--- src/shared/serial_attenuator_control_map.svh ---
// Constant map of the serial attenuator control: frame layout, codes, timing
`ifndef SERIAL_ATTENUATOR_CONTROL_MAP_SVH
`define SERIAL_ATTENUATOR_CONTROL_MAP_SVH

// ==========================================================================
// Frame layout
`define SAC_FRAME_BITS      16
`define SAC_FIELD_BITS      8
`define SAC_ADDR_MSB        15
`define SAC_ADDR_LSB        8
`define SAC_CODE_MSB        7
`define SAC_CODE_LSB        0

// ==========================================================================
// Channel select values
`define SAC_ADDR_CH_A       8'h00
`define SAC_ADDR_CH_B       8'h01
`define SAC_ADDR_CH_C       8'h02

// ==========================================================================
// Attenuation code ranges
`define SAC_FINE_LAST       8'h5f
`define SAC_COARSE_FIRST    8'h60
`define SAC_COARSE_LAST     8'h7e
`define SAC_MUTE_FIRST      8'h7f
// 48 dB expressed in half-dB units
`define SAC_COARSE_BASE     8'h60

// ==========================================================================
// Reset values
`define SAC_RESET_MUTE      1'b1
`define SAC_RESET_ATTEN     8'h00
`define SAC_RESET_SHIFT     16'h0000
// Idle pin levels, bit 0 clock, bit 1 load/shift enable, bit 2 data
`define SAC_PIN_IDLE        3'h2

// ==========================================================================
// Timing
`define SAC_CLK_PERIOD_NS   20
`define SAC_SETUP_NS        150
`define SAC_SETUP_CYCLES    ((`SAC_SETUP_NS + `SAC_CLK_PERIOD_NS - 1) / `SAC_CLK_PERIOD_NS)

`endif

--- src/shared/serial_attenuator_control_pkg.sv ---
// Types shared by the serial attenuator control modules
package serial_attenuator_control_pkg;

    // ======================================================================
    // Field and frame types
    typedef logic [7:0] byte_t;

    typedef struct packed {
        byte_t address;
        byte_t code;
    } frame_s;

    // ======================================================================
    // Link receiver states
    typedef enum logic [1:0] {
        LINK_IDLE,
        LINK_SHIFT,
        LINK_LATCH,
        LINK_DECODE
    } link_state_e;

endpackage

--- src/shared/tap_select_if.sv ---
// Interface between the link receiver and the attenuation code decoder
`timescale 1ns/100ps

interface tap_select_if;
    logic [7:0] code;
    logic [7:0] atten_half_db;
    logic       mute;

    // Receiver hands over the latched code and takes the decoded setting
    modport receiver (
        output code,
        input  atten_half_db,
        input  mute
    );

    // Decoder turns a code into a tap setting
    modport decoder (
        input  code,
        output atten_half_db,
        output mute
    );
endinterface

--- src/hw/attenuation_decoder.sv ---
// Attenuation code decoder: code to half-dB tap setting or mute
`timescale 1ns/100ps
`include "serial_attenuator_control_map.svh"

module attenuation_decoder (
    tap_select_if.decoder tap
);

    // ======================================================================
    // Code ranges
    logic [7:0] coarse_step;

    // Steps above the first coarse code, each worth one dB or two half-dB
    assign coarse_step = tap.code - `SAC_COARSE_FIRST;

    // Pure decode; the receiver registers the result per channel
    always_comb begin
        if (tap.code <= `SAC_FINE_LAST) begin
            tap.atten_half_db = tap.code;
            tap.mute          = 1'b0;
        end else if (tap.code <= `SAC_COARSE_LAST) begin
            tap.atten_half_db = `SAC_COARSE_BASE + {coarse_step[6:0], 1'b0};
            tap.mute          = 1'b0;
        end else begin
            // Whole upper range mutes, no matter the level before
            tap.atten_half_db = `SAC_RESET_ATTEN;
            tap.mute          = 1'b1;
        end
    end

endmodule // attenuation_decoder

--- src/hw/serial_attenuator_control.sv ---
// Serial attenuator control: three-wire link receiver and per-channel settings
`timescale 1ns/100ps
`include "serial_attenuator_control_map.svh"

// How it works
// - Shift data in on rising serial clock
// - Shift only while load/shift enable is low
// - Old register contents leave on chain output
// - Frame is address byte then code byte
// - MSB first, address byte before code
// - Address n selects channel n, for n below CHANNELS (two by default)
// - Only recognised address updates its channel
// - Low codes give half-dB steps to 47.5
// - Middle codes give 48 to 78 dB
// - Codes from 0x7f upward mute channel
// - Mute applies directly from any level
// - Every channel muted at power-up
// - Enable rise latches then decodes frame
module serial_attenuator_control
    import serial_attenuator_control_pkg::*;
#(
    parameter int CHANNELS = 2,
    parameter int COUNT_W  = 8
) (
    input  wire logic                    i_clk,
    input  wire logic                    i_sys_rst,
    input  wire logic                    i_serial_clk,
    input  wire logic                    i_load_shift_n,
    input  wire logic                    i_serial_data,
    output logic                         o_chain_data,
    output logic [CHANNELS-1:0]          o_mute,
    output logic [CHANNELS*8-1:0]        o_atten_half_db,
    output logic [CHANNELS-1:0]          o_update,
    output logic [7:0]                   o_frame_addr,
    output logic [7:0]                   o_frame_code,
    output logic [COUNT_W-1:0]           o_bit_count,
    output logic                         o_short_frame,
    output logic                         o_addr_miss,
    output logic                         o_setup_violation,
    output logic                         o_busy
);

    // ======================================================================
    // Constants
    localparam int         FRAME_BITS   = `SAC_FRAME_BITS;
    localparam int         SETUP_CYCLES = `SAC_SETUP_CYCLES;
    localparam logic [3:0] SETUP_LIMIT  = 4'(SETUP_CYCLES);
    localparam logic [COUNT_W-1:0] COUNT_MAX   = '1;
    localparam logic [COUNT_W-1:0] FRAME_COUNT = COUNT_W'(FRAME_BITS);

    // Does a channel select byte name channel number ch
    function automatic logic channel_hit(input byte_t addr, input int ch);
        return addr == (`SAC_ADDR_CH_A + 8'(ch));
    endfunction

    // ======================================================================
    // Pin synchronisers and glitch filter
    // Bit 0 serial clock, bit 1 load/shift enable, bit 2 serial data
    logic [2:0] sync1_q;
    logic [2:0] sync1_d;
    logic [2:0] sync2_q;
    logic [2:0] sync2_d;
    logic [2:0] sync3_q;
    logic [2:0] sync3_d;
    logic [2:0] filt_q;
    logic [2:0] filt_d;
    logic [2:0] prev_q;
    logic [2:0] prev_d;
    logic [2:0] agree;

    // A level counts only once stages two and three agree
    always_comb begin
        sync1_d = {i_serial_data, i_load_shift_n, i_serial_clk};
        sync2_d = sync1_q;
        sync3_d = sync2_q;
        agree   = ~(sync2_q ^ sync3_q);
        filt_d  = (agree & sync2_q) | (~agree & filt_q);
        prev_d  = filt_q;
    end

    // Idle levels at reset so no false edge shows on release
    always_ff @(posedge i_clk) begin
        if (i_sys_rst) begin
            sync1_q <= `SAC_PIN_IDLE;
            sync2_q <= `SAC_PIN_IDLE;
            sync3_q <= `SAC_PIN_IDLE;
            filt_q  <= `SAC_PIN_IDLE;
            prev_q  <= `SAC_PIN_IDLE;
        end else begin
            sync1_q <= sync1_d;
            sync2_q <= sync2_d;
            sync3_q <= sync3_d;
            filt_q  <= filt_d;
            prev_q  <= prev_d;
        end
    end

    // ======================================================================
    // Edge detection on the filtered pins
    logic clk_rise;
    logic en_low;
    logic en_rise;
    logic data_bit;

    // All three pins share one pipeline, so data lines up with its clock
    assign clk_rise = filt_q[0] & ~prev_q[0];
    assign en_low   = ~filt_q[1];
    assign en_rise  = filt_q[1] & ~prev_q[1];
    assign data_bit = filt_q[2];

    // ======================================================================
    // Link receiver state machine
    link_state_e               state_q;
    link_state_e               state_d;
    logic [FRAME_BITS-1:0]     shift_q;
    logic [FRAME_BITS-1:0]     shift_d;
    logic [COUNT_W-1:0]        bit_cnt_q;
    logic [COUNT_W-1:0]        bit_cnt_d;
    logic [3:0]                setup_cnt_q;
    logic [3:0]                setup_cnt_d;
    logic                      setup_viol_q;
    logic                      setup_viol_d;
    logic                      short_q;
    logic                      short_d;
    frame_s                    frame_q;
    frame_s                    frame_d;

    // Next state, shift register and frame capture
    always_comb begin
        state_d      = state_q;
        shift_d      = shift_q;
        bit_cnt_d    = bit_cnt_q;
        setup_cnt_d  = setup_cnt_q;
        setup_viol_d = setup_viol_q;
        short_d      = short_q;
        frame_d      = frame_q;
        unique case (state_q)
            LINK_IDLE: begin
                // Clock edges with enable high are simply dropped
                if (en_low) begin
                    state_d      = LINK_SHIFT;
                    bit_cnt_d    = '0;
                    setup_cnt_d  = 4'h1;
                    setup_viol_d = 1'b0;
                end
            end
            LINK_SHIFT: begin
                if (setup_cnt_q != SETUP_LIMIT) begin
                    setup_cnt_d = setup_cnt_q + 4'h1;
                end
                if (clk_rise && en_low) begin
                    // MSB arrives first and ends up at the top
                    shift_d = {shift_q[FRAME_BITS-2:0], data_bit};
                    if (bit_cnt_q != COUNT_MAX) begin
                        bit_cnt_d = bit_cnt_q + 1'b1;
                    end
                    // First clock too soon after enable fell
                    if (bit_cnt_q == '0 && setup_cnt_q < SETUP_LIMIT) begin
                        setup_viol_d = 1'b1;
                    end
                end
                // Relies on the host raising enable only once all bits are in
                if (en_rise) begin
                    state_d = LINK_LATCH;
                end
            end
            LINK_LATCH: begin
                // Newest sixteen bits; longer chains leave older bits behind
                frame_d.address = shift_q[`SAC_ADDR_MSB:`SAC_ADDR_LSB];
                frame_d.code    = shift_q[`SAC_CODE_MSB:`SAC_CODE_LSB];
                short_d         = bit_cnt_q < FRAME_COUNT;
                state_d         = LINK_DECODE;
            end
            LINK_DECODE: begin
                state_d = LINK_IDLE;
            end
        endcase
    end

    // Receiver registers
    always_ff @(posedge i_clk) begin
        if (i_sys_rst) begin
            state_q      <= LINK_IDLE;
            shift_q      <= `SAC_RESET_SHIFT;
            bit_cnt_q    <= '0;
            setup_cnt_q  <= 4'h0;
            setup_viol_q <= 1'b0;
            short_q      <= 1'b0;
            frame_q      <= '0;
        end else begin
            state_q      <= state_d;
            shift_q      <= shift_d;
            bit_cnt_q    <= bit_cnt_d;
            setup_cnt_q  <= setup_cnt_d;
            setup_viol_q <= setup_viol_d;
            short_q      <= short_d;
            frame_q      <= frame_d;
        end
    end

    // ======================================================================
    // Attenuation decode
    tap_select_if tap ();

    // Decoder sees the latched code, never the moving shift register
    assign tap.code = frame_q.code;

    attenuation_decoder u_decoder (
        .tap (tap)
    );

    // ======================================================================
    // Channel settings
    logic [CHANNELS-1:0]       mute_q;
    logic [CHANNELS-1:0]       mute_d;
    logic [CHANNELS-1:0][7:0]  atten_q;
    logic [CHANNELS-1:0][7:0]  atten_d;
    logic [CHANNELS-1:0]       update_q;
    logic [CHANNELS-1:0]       update_d;
    logic                      miss_q;
    logic                      miss_d;

    // Write only the addressed channel; the rest keep their settings
    always_comb begin
        mute_d   = mute_q;
        atten_d  = atten_q;
        update_d = '0;
        miss_d   = miss_q;
        if (state_q == LINK_DECODE) begin
            miss_d = 1'b1;
            for (int ch = 0; ch < CHANNELS; ch++) begin
                if (channel_hit(frame_q.address, ch)) begin
                    // Mute or level lands in one step
                    mute_d[ch]   = tap.mute;
                    atten_d[ch]  = tap.atten_half_db;
                    update_d[ch] = 1'b1;
                    miss_d       = 1'b0;
                end
            end
        end
    end

    // Power-up state is mute on every channel
    always_ff @(posedge i_clk) begin
        if (i_sys_rst) begin
            mute_q   <= {CHANNELS{`SAC_RESET_MUTE}};
            atten_q  <= {CHANNELS{`SAC_RESET_ATTEN}};
            update_q <= '0;
            miss_q   <= 1'b0;
        end else begin
            mute_q   <= mute_d;
            atten_q  <= atten_d;
            update_q <= update_d;
            miss_q   <= miss_d;
        end
    end

    // ======================================================================
    // Outputs
    // Top bit is what a downstream device samples on its next clock
    assign o_chain_data      = shift_q[FRAME_BITS-1];
    assign o_mute            = mute_q;
    assign o_atten_half_db   = atten_q;
    assign o_update          = update_q;
    assign o_frame_addr      = frame_q.address;
    assign o_frame_code      = frame_q.code;
    assign o_bit_count       = bit_cnt_q;
    assign o_short_frame     = short_q;
    assign o_addr_miss       = miss_q;
    assign o_setup_violation = setup_viol_q;
    assign o_busy            = state_q != LINK_IDLE;

endmodule // serial_attenuator_control

--- config.mk ---
export PLATFORM = sky130hd
export DESIGN_NAME = serial_attenuator_control
export DESIGN_NICKNAME = d
export VERILOG_FILES = /design/src/shared/serial_attenuator_control_pkg.sv /design/src/shared/tap_select_if.sv /design/src/hw/attenuation_decoder.sv /design/src/hw/serial_attenuator_control.sv
export VERILOG_INCLUDE_DIRS = /design/src /design/src/shared
export SDC_FILE = /design/constraint.sdc
export NUM_CORES = 1
export LEC_CHECK = 0
export BUFFER_PORTS_ARGS = -buffer_cell sky130_fd_sc_hd__buf_2
export CAP_MARGIN = 40
export CORE_AREA = 2 2 88 107
export CTS_CLUSTER_SIZE = 16
export DETAILED_ROUTE_END_ITERATION = 12
export DIE_AREA = 0 0 90 109
export PLACE_DENSITY_LB_ADDON = 0.15
export SLEW_MARGIN = 20
export SYNTH_ARGS = -nofsm -noshare
export SYNTH_HDL_FRONTEND = slang
export SYNTH_SLANG_ARGS = --single-unit
--- constraint.sdc ---
create_clock -name i_clk -period 2.8 [get_ports i_clk]
set_clock_uncertainty 0.15 [all_clocks]
set_input_delay 0.28 -clock i_clk [delete_from_list [all_inputs] [get_ports i_clk]]
set_output_delay 0.28 -clock i_clk [all_outputs]
set_load 0.05 [all_outputs]
==> run metrics, run 1 <==
vias per cell 4.94; Placed Instance Area 3790 µm²; clk sinks 83; largest cells by area after synthesis dfxtp_1 (49%), mux2i_1 (5.8%), nand2_1 (5.0%); #FFs+latches synth 83; NetSw 599 µW; Yosys top cell area share 48.5%; H-tree depth 3; Hold WC Path Type input pin to flip-flop; Post-Syn Area 3430 µm²; die span in x 90 µm; pwr/cell area 550 nW/µm²; syn_nets 388; post-route cell area 3990 µm²; worst-margin pin slew 0.535 ns; post-CTS setup buffers 0; RSZ-0062 raised after global routing no; TritonCTS clock tree yes; CP max stage delay 0.52 ns; FFs w/ async S/R, synth 0%; max_cap viols 0; Root Driver clkbuf_8; crit start category flip-flop; Slew headroom 63.8%; register area share after synthesis 48.5%; vias in the first global route 2516; Leak 0.00156 µW; power share of the combinational group 9.8%; drt pass-1 iters 4; Avg Cell Area, Syn 9.23 µm²; CP required 2.91 ns; commonest non-fill, non-tap cell in the layout dfxtp_1; dpl cells 530; switch share 27.2%; most frequent cells in the layout dfxtp_1 (83), buf_2 (53), nand2_1 (46); Initial Util 38.7%; CTS Buffer Depth 2; Clk Latency, worst-skew pair 0.35 ns; Inserted Diodes 0; final worst-path cycle share 77.6%; gr usage total 15.4%; nets 441; endpoint class of the critical path flip-flop; Fmax 0.460 GHz; Final setup viols 0; DIE AREA 9810 µm²; number of synthesized flops with an enable pin 0; I/O Buffers 53; grt ovf 0; worst path arrival time 2.29 ns; Wirelength per Cell 13.3 µm; Iter 0 DRT Violations 96; Post-Layout Cell Count 549; post-synthesis cell count 371; Synth warnings 0; DRC 0; first-pass GRT wire length 12100 µm; Clock Power Share 35.0%; WL final 7320 µm; CTS buffer count 9; crit-path cells ha_1, or4b_4, nor3_4, nand2b_1, o22ai_1; Yosys cell types 56; clk slew on worst S/H paths 0.09 ns; Worst path slowest cell or4b_4; global placer's final weighted congestion 0.872; Pint 1600 µW; Die H 109 µm; Core ar. 8840 µm²; largest net degree at the start of global routing 36; vias post-DR 2711; IO Count 54; Total Power 2200 µW; leading area contributor after synthesis dfxtp_1; WS Path Type flip-flop to flip-flop; Worst Path Max Fanout 12; Layout area overhead 16.5%; final worst setup slack 0.627 ns; Place WS 0.657 ns; initial antenna violation count 0; Max Slew Vio Count 0; ys flop type dfxtp_1; final hold vios 0; post-DP HPWL 5200 µm; minimum clock period 2.17 ns; status completed; setup tns final 0 ns; share of layout cells above drive strength 1 20.3%; Reg power frac 55.2%; maximum vdd drop 0.000241 V; Antenna Nets Post-Route 0; row count 38; filler instances 920
==> worst max-delay path: cells and delay by family, from the launching register on <==
family | cells | cell delay, ns
adders and majority gates | 1 | 0.20
DFF | 1 | 0.39
AOI/OAI and AO/OA | 1 | 0.22
and+or+nand+nor | 3 | 1.14
==> registers in the layout, summed over array words and instances (netlist names), 3 cells and up, named ones only <==
name	cells
o_atten_half_db	16
o_bit_count	8
o_frame_addr	8
o_frame_code	8
setup_cnt_q	4
shift_q	16
sync1_q	3
sync2_q	3
sync3_q	3
==> cells by family (layout without fill, tap and decap cells) <==
logic type                 Yosys count  count (layout)  synth area share (%)
muxes                               20              20                  5.84
buffers and inverters               42             100                  5.22
and+or+nand+nor                    138             138                  21.4
xor gates and xnor gates             3               3                 0.767
AOI/OAI and AO/OA                   73              73                  13.8
DFF                                 83              83                  48.5
adders and majority gates           12              12                  4.38
==> per-stage QoR <==
step	util, %	hold slack [ns]
after floorplan	-	0.234
after global placement	42.9	0.244
after detailed placement	42.9	0.250
after CTS	45.1	0.227
after global routing	45.1	0.252
final	45.1	0.242
==> area by class of cell <==
| cell class | count | area (µm²) | share of cell area, % |
|---|---|---|---|
| inverter | 22 | 82.6 | 2.07 |
| sequential | 83 | 1660 | 41.6 |
| clock buffer | 9 | 124 | 3.10 |
| timing repair buffer | 62 | 340 | 8.52 |
| multi-input combinational | 246 | 1590 | 39.7 |
| clock inverter | 7 | 48.8 | 1.22 |
| tap | 120 | 150 | 3.76 |
==> path summary, 6_finish.rpt <==
check | cells past startpoint | endpoint | start | slack, ns
max | 5 | o_atten_half_db[13] | state_q[1] | 0.63
min | 2 | o_atten_half_db[9] | i_sys_rst | 0.24
max reg2reg | 5 | o_atten_half_db[13] | state_q[1] | 0.63
min reg2reg | 1 | sync2_q[1] | sync1_q[1] | 0.26
==> synthesized netlist by cell type (3+ instances only) <==
cell and instances:
nor2b_1 7, inv_1 22, nand3_1 4, nand2_1 46, nand2b_1 12, or2_2 5, or3_1 3, o32ai_1 6
nor2_1 29, o22ai_1 9, mux2i_1 20, a21oi_1 28, buf_2 5, o21ai_0 8, clkbuf_1 12, a211oi_1 4
and3_1 5, dfxtp_1 83, ha_1 12, nand4_1 6
==> power groups by stage <==
stage | clock network (µW) | registers, µW | logic (µW)
detailed placement | 0 | 1240 | 212
global route | 853 | 1220 | 239
global placement | 0 | 1240 | 207
CTS | 798 | 1210 | 216
floorplan | 0 | 1240 | 164
finish | 770 | 1210 | 215
==> layer usage <==
layer / track usage (%) / wire length, µm / vias up
met5: 0 / 0 / -
met4: 5.93 / 94 / 0
met1: 18.1 / 3270 / 1268
met3: 3.66 / 238 / 8
met2: 27.5 / 3720 / 40
li1: - / - / 1395
==> what timing repair did <==
| item | in CTS | in global routing |
|---|---|---|
| endpoints found under the setup margin | 0 | 0 |
| hold endpoints to repair | 3 | 0 |
| hold buffers | 3 | 0 |
| gates resized for setup | 0 | 0 |
No activity file was read; power rests on OpenSTA's default activity.
==> inputs of run 2 (changes only) <==
--- a/config.mk
+++ b/config.mk
@@ -6,12 +6,13 @@
 export SDC_FILE = /design/constraint.sdc
 export NUM_CORES = 1
 export LEC_CHECK = 0
+export ABC_AREA = 1
 export BUFFER_PORTS_ARGS = -buffer_cell sky130_fd_sc_hd__buf_2
 export CAP_MARGIN = 40
-export CORE_AREA = 2 2 88 107
+export CORE_AREA = 2 2 90 110
 export CTS_CLUSTER_SIZE = 16
 export DETAILED_ROUTE_END_ITERATION = 12
-export DIE_AREA = 0 0 90 109
+export DIE_AREA = 0 0 92 112
 export PLACE_DENSITY_LB_ADDON = 0.15
 export SLEW_MARGIN = 20
 export SYNTH_ARGS = -nofsm -noshare
==> constraint.sdc (replaced) <==
create_clock -name i_clk -period 1.9 [get_ports i_clk]
set_clock_uncertainty 0.15 [all_clocks]
set_input_delay 0.19 -clock i_clk [delete_from_list [all_inputs] [get_ports i_clk]]
set_output_delay 0.19 -clock i_clk [all_outputs]
set_load 0.05 [all_outputs]
==> run metrics, run 2 <==
Root Driver clkbuf_16; first-pass GRT wire length 13500 µm; largest cells by area after synthesis dfxtp_1 (46%), nor2_1 (8.4%), inv_1 (8.0%); Final setup viols 0; post-DP HPWL 5920 µm; final worst-path cycle share 95.3%; Max Slew Vio Count 0; Die H 112 µm; WL final 8190 µm; largest net degree at the start of global routing 30; I/O Buffers 53; Leak 0.00202 µW; Layout area overhead 22.4%; Worst Path Max Fanout 3; share of layout cells above drive strength 1 18.4%; Wirelength per Cell 11.9 µm; Synth warnings 0; FFs w/ async S/R, synth 0%; pwr/cell area 1350 nW/µm²; Yosys cell types 32; commonest non-fill, non-tap cell in the layout dfxtp_1; number of synthesized flops with an enable pin 0; Iter 0 DRT Violations 165; clk sinks 83; Slew headroom 73.9%; global placer's final weighted congestion 0.875; CTS buffer count 9; most frequent cells in the layout dfxtp_1 (82), nor2_1 (81), inv_1 (76); vias post-DR 3238; setup tns final 0 ns; DRC 0; register area share after synthesis 45.8%; ys flop type dfxtp_1; Clk Latency, worst-skew pair 0.33 ns; Core ar. 9270 µm²; final hold vios 0; leading area contributor after synthesis dfxtp_1; endpoint class of the critical path primary output; Antenna Nets Post-Route 0; post-synthesis cell count 492; WS Path Type flip-flop to primary output; nets 578; worst path arrival time 1.47 ns; Hold WC Path Type input pin to flip-flop; most common cell in the synthesized netlist dfxtp_1; RSZ-0062 raised after global routing no; maximum vdd drop 0.000603 V; CP required 1.56 ns; DIE AREA 10300 µm²; Total Power 5990 µW; Fmax 0.552 GHz; status completed; clk slew on worst S/H paths 0.06 ns; minimum clock period 1.81 ns; filler instances 974; TritonCTS clock tree yes; max_cap viols 0; initial antenna violation count 0; crit start category flip-flop; die span in x 92 µm; vias per cell 4.71; post-CTS setup buffers 0; #FFs+latches synth 83; grt ovf 0; worst-margin pin slew 0.391 ns; gr usage total 16.3%; IO Count 54; Yosys top cell area share 45.8%; H-tree depth 3; Inserted Diodes 0; CTS Buffer Depth 2; vias in the first global route 2860; Avg Cell Area, Syn 7.37 µm²; synth cell count leaders dfxtp_1 (83), nor2_1 (81), inv_1 (77), nand2_1 (70); Initial Util 39.1%; drt pass-1 iters 4; syn_nets 509; row count 39; Post-Syn Area 3620 µm²
-- run 2: final timing paths --
path / slack [ns] / start / endpoint / cells past startpoint
max: 0.09 / state_q[1] / o_busy / 5
min: 0.16 / i_sys_rst / o_bit_count[5] / 4
max reg2reg: 0.10 / state_q[1] / o_bit_count[5] / 10
min reg2reg: 0.25 / sync1_q[2] / sync2_q[2] / 2
-- run 2: cell type report --
cell class                      instances  area [µm²]  share of cell area (%)
Sequential cell                        83        1660                    37.5
Clock inverter                          3        15.0                   0.339
Tap cell                              123         154                    3.47
Timing Repair Buffer                   72         440                    9.93
Multi-Input combinational cell        315        1620                    36.4
Inverter                               80         300                    6.77
Clock buffer                           12         246                    5.56
-- run 2: critical path, cell delays in order, from the launching register on --
cell and delay (ns):
dfxtp_1 0.36, inv_1 0.08, buf_4 0.14, ha_1 0.22
inv_1 0.08, buf_2 0.26
-- run 2: layer usage --
layer  routed length, µm  part of all wire, %  vias to the layer above  track usage (%)
met5                   0                    0                        -                0
met1                3920                   48                     1454             22.2
met2                3770                   46                       64             25.4
li1                    -                    -                     1707                -
met3                 325                  4.0                       13             2.37
met4                 174                  2.1                        0             7.76
-- run 2: what timing repair did --
item | in CTS | in global routing
hold endpoints to repair | 3 | 0
resized for setup | 0 | 6
hold buffers | 3 | 0
setup endpoints to repair | 0 | 9
-- run 2: stage by stage --
stage	std cells	utilization, %	worst slack (ns)	area (µm²)	hold WS (ns)
detailed placement	670	44.4	0.0742	4110	0.230
global route	688	47.8	0.00586	4440	0.196
global placement	670	44.4	0.147	4110	0.234
CTS	688	47.5	0.0619	4410	0.171
finish	688	47.8	0.0889	4440	0.159
floorplan	492	-	0.0167	3630	0.144
-- run 2: kinds of logic (layout without fill, tap and decap cells) --
kind of cell,count (synthesis),after routing,share of synthesized area (%)
buffers and inverters,94,167,10.4
AO/OA/AOI/OAI,89,89,12.9
flip-flops,83,83,45.8
AND/OR/NAND/NOR,214,214,26.8
adder cells (fa/ha/maj),12,12,4.14
-- run 2: power breakdown --
part,switching [µW],total (µW),internal [µW],leakage [µW]
Clock,656,1560,907,0.000132
Combinational,1620,2260,644,0.00121
Sequential,210,2170,1960,0.000674
Total,2480,5990,3510,0.00202
